File: src/ast_pkg.sv
`default_nettype none
package ast_pkg;
    // clock and timing base
    localparam int CLK_PERIOD_NS   = 5;
    localparam int CLK_HZ_DEF      = 200_000_000;
    localparam int RECOVER_NS      = 50_000;
    // least time, so round up to whole cycles
    localparam int RECOVER_CYC_DEF = (RECOVER_NS + CLK_PERIOD_NS - 1) / CLK_PERIOD_NS;

    // oversampling of each bit period
    localparam int         OVS      = 16;
    localparam logic [3:0] OVS_MID  = 4'h7;
    localparam logic [3:0] OVS_LAST = 4'hf;

    // frame layout: index of the last bit, start bit at index 0
    localparam logic [3:0] LAST_9   = 4'h9;
    localparam logic [3:0] LAST_10  = 4'ha;
    localparam logic [4:0] TX_MAX   = 5'h10;
    localparam int         TX_SLOTS = 16;

    // register map, byte addresses
    localparam int         ADDR_W = 5;
    localparam logic [4:0] A_CTRL = 5'h00;
    localparam logic [4:0] A_CMD  = 5'h04;
    localparam logic [4:0] A_STAT = 5'h08;
    localparam int         A_TXB_BIT = 4;
    localparam int         CMD_TRANS = 0;
    localparam int         CMD_ACK   = 1;
    localparam logic [1:0] FUNC_SERIAL = 2'h2;
    localparam logic [1:0] RESP_OKAY   = 2'h0;
    localparam logic [1:0] RESP_SLVERR = 2'h2;

    typedef struct packed {
        logic [3:0] rsvd_hi;
        logic [1:0] pin4_function_select;
        logic [1:0] pin3_function_select;
        logic [2:0] rsvd_lo;
        logic [4:0] tx_count;
        logic       module_en;
        logic       rec_inhibit;
        logic       rec_en;
        logic       irq_en;
        logic       mp_filter;
        logic       stop_check;
        logic [1:0] rx_sel;
        logic [3:0] baud;
        logic       parity_odd;
        logic       mode10;
        logic       clock_source_divider_select;
        logic       clk_en;
    } ast_cfg_t;

    typedef struct packed {
        logic [15:0] zero;
        logic [7:0]  rx_buf;
        logic        recovered;
        logic        tx_busy;
        logic        stop_lvl;
        logic        start_lvl;
        logic        data_par;
        logic        ninth;
        logic        tx_done;
        logic        rx_flag;
    } ast_stat_t;

    typedef enum logic [1:0] {TX_IDLE = 2'b01, TX_SEND = 2'b10} ast_tx_t;
    typedef enum logic [2:0] {RX_IDLE = 3'b001, RX_START = 3'b010, RX_BITS = 3'b100} ast_rx_t;

    // baud code to bit rate; codes above the table run at the top rate
    function automatic int baud_rate(logic [3:0] code);
        case (code)
            4'h0:    return 300;
            4'h1:    return 600;
            4'h2:    return 1200;
            4'h3:    return 2400;
            4'h4:    return 4800;
            4'h5:    return 9600;
            4'h6:    return 19200;
            4'h7:    return 38400;
            4'h8:    return 57600;
            4'h9:    return 76800;
            default: return 115200;
        endcase
    endfunction : baud_rate
endpackage : ast_pkg
`default_nettype wire

File: src/ast_transceiver.sv
// Design decisions made here: the placing of the registers and the AXI4-Lite interface to the registers.
`default_nettype none
module ast_transceiver
    import ast_pkg::*;
#(
    parameter int CLK_HZ      = CLK_HZ_DEF,
    parameter int RECOVER_CYC = RECOVER_CYC_DEF
) (
    input  wire logic        aclk,
    input  wire logic        aresetn,
    input  wire logic [31:0] awaddr,
    input  wire logic        awvalid,
    output logic             awready,
    input  wire logic [31:0] wdata,
    input  wire logic [3:0]  wstrb,
    input  wire logic        wvalid,
    output logic             wready,
    output logic [1:0]       bresp,
    output logic             bvalid,
    input  wire logic        bready,
    input  wire logic [31:0] araddr,
    input  wire logic        arvalid,
    output logic             arready,
    output logic [31:0]      rdata,
    output logic [1:0]       rresp,
    output logic             rvalid,
    input  wire logic        rready,
    input  wire logic [3:0]  rx_pins,
    output logic             pin3_out,
    output logic             pin3_oe,
    output logic             pin4_out,
    output logic             pin4_oe,
    output logic             rx_irq
);
    localparam int               RCV_W    = $clog2(RECOVER_CYC + 1);
    localparam logic [RCV_W-1:0] RCV_LAST = RCV_W'(RECOVER_CYC - 1);

    typedef struct packed {
        logic                         awready;
        logic                         wready;
        logic                         bvalid;
        logic [1:0]                   bresp;
        logic                         arready;
        logic                         rvalid;
        logic [1:0]                   rresp;
        logic [31:0]                  rdata;
        ast_cfg_t                     cfg;
        logic                         trans;
        logic [TX_SLOTS-1:0][7:0]     txb;
        logic [3:0]                   sync1;
        logic [3:0]                   sync2;
        logic [RCV_W-1:0]             rcv_cnt;
        logic                         recovered;
        ast_tx_t                      tx_st;
        logic [3:0]                   tx_ovs;
        logic [3:0]                   tx_bit;
        logic [3:0]                   tx_slot;
        logic [4:0]                   tx_left;
        logic [10:0]                  tx_frm;
        logic                         txd;
        ast_rx_t                      rx_st;
        logic [3:0]                   rx_ovs;
        logic [3:0]                   rx_bit;
        logic [9:0]                   rx_sh;
        logic                         rx_flag;
        logic                         rx_pend;
        logic                         tx_done;
        logic                         ninth;
        logic                         data_par;
        logic                         start_lvl;
        logic                         stop_lvl;
        logic [7:0]                   rx_buf;
        logic                         p3_o;
        logic                         p3_oe;
        logic                         p4_o;
        logic                         p4_oe;
        logic                         irq;
    } ast_st_t;

    ast_st_t    s, s_d;
    logic       tick;
    logic       line;
    logic       start_req;
    logic       stopb;
    logic [3:0] last_idx;
    ast_stat_t  stat;

    function automatic ast_st_t rst_st();
        ast_st_t r;
        r       = '0;
        r.tx_st = TX_IDLE;
        r.rx_st = RX_IDLE;
        r.txd   = 1'b1;
        r.sync1 = '1;
        r.sync2 = '1;
        return r;
    endfunction : rst_st

    // byte-lane merge shared by the control word and the slot words
    function automatic logic [31:0] merge(logic [31:0] old, logic [31:0] nw, logic [3:0] strb);
        logic [31:0] r;
        r = old;
        for (int i = 0; i < 4; i++) begin
            if (strb[i]) begin
                r[8*i +: 8] = nw[8*i +: 8];
            end
        end
        return r;
    endfunction : merge

    // whole frame, start at bit 0 so it can shift out from the bottom
    function automatic logic [10:0] frame(logic [7:0] d, logic m10, logic odd);
        if (m10) begin
            return {1'b1, (^d) ^ odd, d, 1'b0};
        end
        return {2'b11, d, 1'b0};
    endfunction : frame

    ast_baud_gen #(
        .CLK_HZ(CLK_HZ)
    ) u_baud (
        .aclk      (aclk),
        .aresetn   (aresetn),
        .run       (s.recovered && s.cfg.clk_en),
        .baud_code (s.cfg.baud),
        .tick      (tick)
    );

    // status view of the current state
    always_comb begin
        stat           = '0;
        stat.rx_buf    = s.rx_buf;
        stat.recovered = s.recovered;
        stat.tx_busy   = (s.tx_st == TX_SEND);
        stat.stop_lvl  = s.stop_lvl;
        stat.start_lvl = s.start_lvl;
        stat.data_par  = s.data_par;
        stat.ninth     = s.ninth;
        stat.tx_done   = s.tx_done;
        stat.rx_flag   = s.rx_flag;
    end

    always_comb begin
        s_d       = s;
        start_req = 1'b0;
        s_d.sync1 = rx_pins;
        s_d.sync2 = s.sync1;
        line      = s.sync2[s.cfg.rx_sel];
        last_idx  = s.cfg.mode10 ? LAST_10 : LAST_9;
        stopb     = 1'b1;

        // write channel: wait for address and data together, answer next cycle
        if (s.bvalid && bready) begin
            s_d.bvalid = 1'b0;
        end
        if (s.awready) begin
            s_d.awready = 1'b0;
            s_d.wready  = 1'b0;
            s_d.bvalid  = 1'b1;
            s_d.bresp   = RESP_OKAY;
            if (awaddr[31:ADDR_W] != '0) begin
                s_d.bresp = RESP_SLVERR;
            end else if (awaddr[A_TXB_BIT]) begin
                s_d.txb[{awaddr[3:2], 2'b00} +: 4] = merge(s.txb[{awaddr[3:2], 2'b00} +: 4], wdata, wstrb);
            end else if (awaddr[ADDR_W-1:2] == A_CTRL[ADDR_W-1:2]) begin
                s_d.cfg         = merge(s.cfg, wdata, wstrb);
                s_d.cfg.rsvd_hi = '0;
                s_d.cfg.rsvd_lo = '0;
            end else if (awaddr[ADDR_W-1:2] == A_CMD[ADDR_W-1:2]) begin
                if (wstrb[0]) begin
                    start_req = s.trans && !wdata[CMD_TRANS];
                    s_d.trans = wdata[CMD_TRANS];
                    if (wdata[CMD_ACK]) begin
                        s_d.rx_flag = 1'b0;
                        s_d.rx_pend = 1'b0;
                    end
                end
            end else if (awaddr[ADDR_W-1:2] != A_STAT[ADDR_W-1:2]) begin
                s_d.bresp = RESP_SLVERR;
            end
        end else if (awvalid && wvalid && !s.bvalid) begin
            s_d.awready = 1'b1;
            s_d.wready  = 1'b1;
        end

        // read channel
        if (s.rvalid && rready) begin
            s_d.rvalid = 1'b0;
        end
        if (s.arready) begin
            s_d.arready = 1'b0;
            s_d.rvalid  = 1'b1;
            s_d.rresp   = RESP_OKAY;
            s_d.rdata   = '0;
            if (araddr[31:ADDR_W] != '0) begin
                s_d.rresp = RESP_SLVERR;
            end else if (araddr[A_TXB_BIT]) begin
                s_d.rdata = s.txb[{araddr[3:2], 2'b00} +: 4];
            end else if (araddr[ADDR_W-1:2] == A_CTRL[ADDR_W-1:2]) begin
                s_d.rdata = s.cfg;
            end else if (araddr[ADDR_W-1:2] == A_CMD[ADDR_W-1:2]) begin
                s_d.rdata = {31'h0000_0000, s.trans};
            end else if (araddr[ADDR_W-1:2] == A_STAT[ADDR_W-1:2]) begin
                s_d.rdata = stat;
            end else begin
                s_d.rresp = RESP_SLVERR;
            end
        end else if (arvalid && !s.rvalid) begin
            s_d.arready = 1'b1;
        end

        // recovery count after module enable
        if (!s.recovered) begin
            if (s.rcv_cnt == RCV_LAST) begin
                s_d.recovered = 1'b1;
            end else begin
                s_d.rcv_cnt = s.rcv_cnt + 1'b1;
            end
        end

        // transmitter
        unique case (s.tx_st)
            TX_IDLE: begin
                if (start_req && s.recovered) begin
                    s_d.tx_left = (s.cfg.tx_count > TX_MAX) ? TX_MAX : s.cfg.tx_count;
                    s_d.tx_slot = '0;
                    s_d.tx_bit  = '0;
                    s_d.tx_ovs  = '0;
                    s_d.tx_done = (s.cfg.tx_count == '0);
                    s_d.tx_frm  = frame(s.txb[0], s.cfg.mode10, s.cfg.parity_odd);
                    if (s.cfg.tx_count != '0) begin
                        s_d.tx_st = TX_SEND;
                    end
                end
            end
            TX_SEND: begin
                if (tick) begin
                    s_d.tx_ovs = s.tx_ovs + 1'b1;
                    if (s.tx_ovs == OVS_LAST) begin
                        if (s.tx_bit != last_idx) begin
                            s_d.tx_bit = s.tx_bit + 1'b1;
                            s_d.tx_frm = {1'b1, s.tx_frm[10:1]};
                        end else if (s.tx_left == 5'h01) begin
                            s_d.tx_left = '0;
                            s_d.tx_st   = TX_IDLE;
                            s_d.tx_done = 1'b1;
                        end else begin
                            s_d.tx_left = s.tx_left - 1'b1;
                            s_d.tx_slot = s.tx_slot + 1'b1;
                            s_d.tx_bit  = '0;
                            s_d.tx_frm  = frame(s.txb[s_d.tx_slot], s.cfg.mode10, s.cfg.parity_odd);
                        end
                    end
                end
            end
        endcase

        // receiver
        unique case (s.rx_st)
            RX_IDLE: begin
                // a set rx_flag holds the receiver off until acknowledged, even when rx_pend stayed low
                if (!line && s.cfg.rec_en && !s.cfg.rec_inhibit && !s.rx_flag
                    && s.recovered && s.cfg.clk_en) begin
                    s_d.rx_st  = RX_START;
                    s_d.rx_ovs = '0;
                end
            end
            RX_START: begin
                if (tick) begin
                    s_d.rx_ovs = s.rx_ovs + 1'b1;
                    if (s.rx_ovs == OVS_MID) begin
                        s_d.rx_ovs = '0;
                        s_d.rx_bit = '0;
                        s_d.rx_st  = line ? RX_IDLE : RX_BITS;
                    end
                end
            end
            RX_BITS: begin
                if (tick) begin
                    s_d.rx_ovs = s.rx_ovs + 1'b1;
                    if (s.rx_ovs == OVS_LAST) begin
                        s_d.rx_sh[s.rx_bit] = line;
                        s_d.rx_bit = s.rx_bit + 1'b1;
                        if (s.rx_bit == last_idx - 1'b1) begin
                            s_d.rx_st = RX_IDLE;
                            stopb     = s.cfg.mode10 ? s_d.rx_sh[9] : s_d.rx_sh[8];
                            if (!(s.cfg.stop_check && !stopb) && !s.cfg.rec_inhibit) begin
                                s_d.rx_buf    = s_d.rx_sh[7:0];
                                s_d.rx_flag   = 1'b1;
                                s_d.ninth     = s_d.rx_sh[8];
                                s_d.data_par  = ^s_d.rx_sh[7:0];
                                s_d.start_lvl = 1'b0;            // only a low start survives the filter
                                s_d.stop_lvl  = stopb;
                                s_d.rx_pend   = !s.cfg.mp_filter || s_d.rx_sh[8];
                            end
                        end
                    end
                end
            end
            default: begin
                s_d.rx_st = RX_IDLE;
            end
        endcase

        // module enable low holds the serial side in reset
        if (!s.cfg.module_en) begin
            s_d.recovered = 1'b0;
            s_d.rcv_cnt   = '0;
            s_d.tx_st     = TX_IDLE;
            s_d.rx_st     = RX_IDLE;
            s_d.rx_flag   = 1'b0;
            s_d.rx_pend   = 1'b0;
            s_d.tx_done   = 1'b0;
        end

        // pin drive registered so every output comes from a flop
        s_d.txd   = (s_d.tx_st == TX_SEND) ? s_d.tx_frm[0] : 1'b1;
        s_d.p3_oe = (s_d.cfg.pin3_function_select == FUNC_SERIAL);
        s_d.p4_oe = (s_d.cfg.pin4_function_select == FUNC_SERIAL);
        s_d.p3_o  = s_d.p3_oe && s_d.txd;
        s_d.p4_o  = s_d.p4_oe && s_d.txd;
        s_d.irq   = s_d.rx_pend && s_d.cfg.irq_en;
    end

    always_ff @(posedge aclk) begin
        if (!aresetn) begin
            s <= rst_st();
        end else begin
            s <= s_d;
        end
    end

    assign awready  = s.awready;
    assign wready   = s.wready;
    assign bvalid   = s.bvalid;
    assign bresp    = s.bresp;
    assign arready  = s.arready;
    assign rvalid   = s.rvalid;
    assign rresp    = s.rresp;
    assign rdata    = s.rdata;
    assign pin3_out = s.p3_o;
    assign pin3_oe  = s.p3_oe;
    assign pin4_out = s.p4_o;
    assign pin4_oe  = s.p4_oe;
    assign rx_irq   = s.irq;
endmodule : ast_transceiver
`default_nettype wire

File: src/ast_baud_gen.sv
`default_nettype none
module ast_baud_gen
    import ast_pkg::*;
#(
    parameter int CLK_HZ = CLK_HZ_DEF
) (
    input  wire logic       aclk,
    input  wire logic       aresetn,
    input  wire logic       run,
    input  wire logic [3:0] baud_code,
    output logic            tick
);
    localparam int CNT_W = 24;

    typedef struct packed {
        logic [CNT_W-1:0] cnt;
        logic             tick;
    } ast_bg_st_t;

    ast_bg_st_t s, s_d;

    // reload value for one oversample period, rounded to nearest
    function automatic logic [CNT_W-1:0] reload(logic [3:0] code);
        int d;
        d = (CLK_HZ + (OVS * baud_rate(code)) / 2) / (OVS * baud_rate(code));
        if (d < 1) begin
            d = 1;
        end
        return CNT_W'(d - 1);
    endfunction : reload

    // rate depends only on the code, so both clock-source settings give equal baud
    always_comb begin
        s_d      = s;
        s_d.tick = 1'b0;
        if (!run) begin
            s_d.cnt = '0;
        end else if (s.cnt == '0) begin
            s_d.cnt  = reload(baud_code);
            s_d.tick = 1'b1;
        end else begin
            s_d.cnt = s.cnt - 1'b1;
        end
    end

    always_ff @(posedge aclk) begin
        if (!aresetn) begin
            s <= '0;
        end else begin
            s <= s_d;
        end
    end

    assign tick = s.tick;
endmodule : ast_baud_gen
`default_nettype wire

File: config.mk
export PLATFORM = sky130hd
export DESIGN_NAME = ast_transceiver
export DESIGN_NICKNAME = d
export VERILOG_FILES = /design/src/ast_pkg.sv /design/src/ast_transceiver.sv /design/src/ast_baud_gen.sv
export SDC_FILE = /design/constraint.sdc
export NUM_CORES = 2
export LEC_CHECK = 0
export BUFFER_PORTS_ARGS = -buffer_cell sky130_fd_sc_hd__buf_2
export CORE_MARGIN = 2
export CORE_UTILIZATION = 51
export CTS_CLUSTER_DIAMETER = 80
export DETAILED_ROUTE_END_ITERATION = 10
export PLACE_DENSITY = 0.68
export SLEW_MARGIN = 20
export SYNTH_ARGS = -nofsm -noshare
export SYNTH_HDL_FRONTEND = slang
export SYNTH_HIERARCHICAL = 1
export SYNTH_SLANG_ARGS = --single-unit
File: constraint.sdc
create_clock -name aclk -period 86.6 [get_ports aclk]
set_clock_uncertainty 0.2 [all_clocks]
set_input_delay 25.98 -clock aclk [delete_from_list [all_inputs] [get_ports aclk]]
set_output_delay 25.98 -clock aclk [all_outputs]
set_load 0.01 [all_outputs]
==> implementation parameters <==
Parameter                              Value

Critical path
  Endpoint arrival time on the critical path ... a little over 70 ns
  Worst-path fanout max ... 35
  Required time worst endpoint ... ~87 ns
  Category of the worst setup path capture point ... flop
  Path type of the worst setup path ... reg -> reg
  Worst Setup Start Kind ... flop
  Largest incremental delay on the critical path ... 0.80 ns
  Standard cell with the maximum stage delay on the critical path ... a21oi_1

Route
  Number of detailed-routing iterations run before antenna repair ... 6
  Vias after detailed routing ... ~35,000
  DRC errors left ... 0
  Antenna violation net count after detailed routing ... 0
  Detail-routed via count per cell ... 6.39
  Total wire length ... 114,000 um
  First-iteration detailed-routing DRC count ... 2,925
  Average wire length per cell after detail routing ... 20.8 um

Clocking
  Number of buffers on the longest clock path ... 3
  Deepest level of the CTS H-tree ... 2
  Clock Latency Late Sink ... 0.53 ns
  Setup repair bufs after CTS ... 0
  Number of buffers added by the clock tree synthesis step ... 34
  Count of clock tree sinks ... 311
  Clock tree from TritonCTS ... built
  Hold-fix buffers, CTS ... 0
  CTS clk-pin slew, worst paths ... 0.06 ns
  Master cell of the clock root buffer ... clkbuf_16
  Count of cells resized by post-cts repair ... 0

Die
  Width of the chip ... 268 um
  Area of the die ... 71,800 um2
  Initial Util ... ~52%
  Height of the die ... 268 um
  Boundary pin count ... about 160
  Std-Cell Core Area ... 68,800 um2
  Placement Rows ... 96

Synthesis
  Prevailing post-synth register cell ... dfxtp_1
  Warning count from the yosys run ... 6
  Average instance area after synthesis ... 7.85 um2
  Sequential-to-total area share from yosys stat ... roughly 18%
  Yosys reg bits ... between 300 and 400
  Fraction of post-synthesis cell area in the top cell type by area ... 17.5%
  Biggest area consumer among synthesized cells ... dfxtp_1
  Number of enable-type register cells in the synthesized netlist ... 0
  Top cells by area, synth ... dfxtp_1, ha_1, nor2_1
  Gate count of the mapped netlist ... 4,529
  Syn Std Cell Area ... 35,500 um2
  Share of synthesized flip-flops with an asynchronous set or reset ... 0%
  Count of unique library cells instantiated by Yosys ... 133

Finish
  Post-route standard cell area excluding fillers ... 38,000 um2
  Post-layout net count ... 4,945
  Seq. cell area ... 6230 um2
  Layout cells sized above 1 ... 12.2%
  Synthesis-to-layout area growth ... 7.03%
  Filler cell count ... 6,541
  Footprint of the multi-input gates ... between 20,000 and 30,000 um2
  Number of antenna cells inserted ... 0

Placement
  I/O Buffers ... 150
  Pre-CTS setup slack ... between 15 and 20 ns
  Final Wtd Congestion ... 0.915
  HPWL Detailed ... 82,400 um
  Placed instance area ... between 30,000 and 40,000 um2

Global route
  Global-route wire length before repair ... approximately 180,000 um
  Initial antenna violation count ... 4
  Maximum number of pins on one net before global-route repair ... 106
  GR Overflow Total ... 0
  Overall fraction of global-route tracks in use ... 30.8%
  Vias in the first global route ... roughly 32,000

Timing
  Final Cycle Share ... ~82%
  RSZ-0062 raised after global routing ... no
  Max_slew headroom ... 23.5%
  Number of pins with negative max-slew slack in the final report ... 0
  Number of hold violations in the final report ... 0
  Maximum clock rate ... roughly 14 MHz
  Final setup margin ... 15.29 ns
  Min Clock Period, post-route ... around 70 ns
  Post-route setup TNS ... 0 ns
  Final setup violating endpoints ... 0
  Slew at the pin closest to its max-slew limit ... between 1 and 1.5 ns

Run status
  Result of the run ... finished clean

Min path
  Path type of the worst min-delay path ... reg -> reg

Job
  Maximum Capacitance Violations ... 0
-- critical path: cells and delay by family, from the launching register on --
family                     cells  cell delay [ns]
AOI/OAI and AO/OA            180            42.00
xor gates and xnor gates       1             0.15
adders and majority gates     24             8.37
buffers and inverters         12             2.56
DFF                            1             0.74
muxes                          5             1.74
and+or+nand+nor               79            15.18
-- metal layers --
layer	up-vias	global-route usage, %	part of all wire [%]
met3	225	4.12	7.6
met2	1363	50.2	45
li1	16875	-	-
met5	-	0	0.042
met1	16603	41.9	44
met4	6	10.3	3.3
-- synthesized netlist by cell type (all sizes together), types with 30 or more instances --
library cell	n
or2	37
nor2b	67
mux2i	108
o31ai	54
and2	42
nor2	618
or3	39
buf	94
o21ai	224
nor4	37
clkbuf	161
nand2	268
a211oi	60
o21a	106
dfxtp	311
nor3b	43
nand2b	99
mux4	87
o211ai	35
nand3	98
xor2	88
a21oi	377
a21o	111
nand4	39
a31oi	30
a22oi	148
mux2	104
nor3	148
xnor2	167
ha	305
inv	93
-- cell families after synthesis --
logic type	Yosys count	synth area share (%)
other cells	3	0.0317
buf+inv	350	4.33
fa+ha+maj	306	10.8
compound gates	1354	25.6
simple gates	1645	22.9
xor+xnor	261	6.81
mux	299	12.1
flops	311	17.5
-- cell usage in the layout (no fill, tap or decap), types with 101 or more instances in the layout --
master     n
a22oi_1  147
a21oi_1  374
o21ai_0  201
nor3_1   144
mux2i_1  107
xnor2_1  165
ha_1     305
nand2_1  265
nor2_1   612
a21o_1   111
dfxtp_1  310
buf_2    150
o21a_1   106
mux2_2   101
-- final cells by class --
cell class	instances	share of cell area (%)
Inverter	95	0.950
Timing Repair Buffer	209	3.14
Tap cell	931	3.06
Multi-Input combinational cell	3878	73.3
Sequential cell	311	16.4
Clock buffer	45	2.53
Clock inverter	17	0.618
-- path summary, 6_finish.rpt --
path	slack (ns)	cells past startpoint	endpoint	from
worst max register to register	15.29	301	u_baud/s[11]	s[229]
worst max-delay path	15.29	301	u_baud/s[11]	s[229]
worst min register to register	0.21	1	s[90]	s[94]
worst min-delay path	0.21	1	s[90]	s[94]
-- stage by stage --
step | utilization (%) | instances | hold slack, ns
after global routing | 55.3 | 5486 | 0.229
final | 55.3 | 5486 | 0.207
after global placement | 53.5 | 5424 | 0.189
after CTS | 55.3 | 5486 | 0.206
after detailed placement | 53.5 | 5424 | 0.192
after floorplan | - | 4539 | 0.186
Power is not shown: default switching activity piles up to over one toggle a cycle in this logic, so the estimate is an artifact.
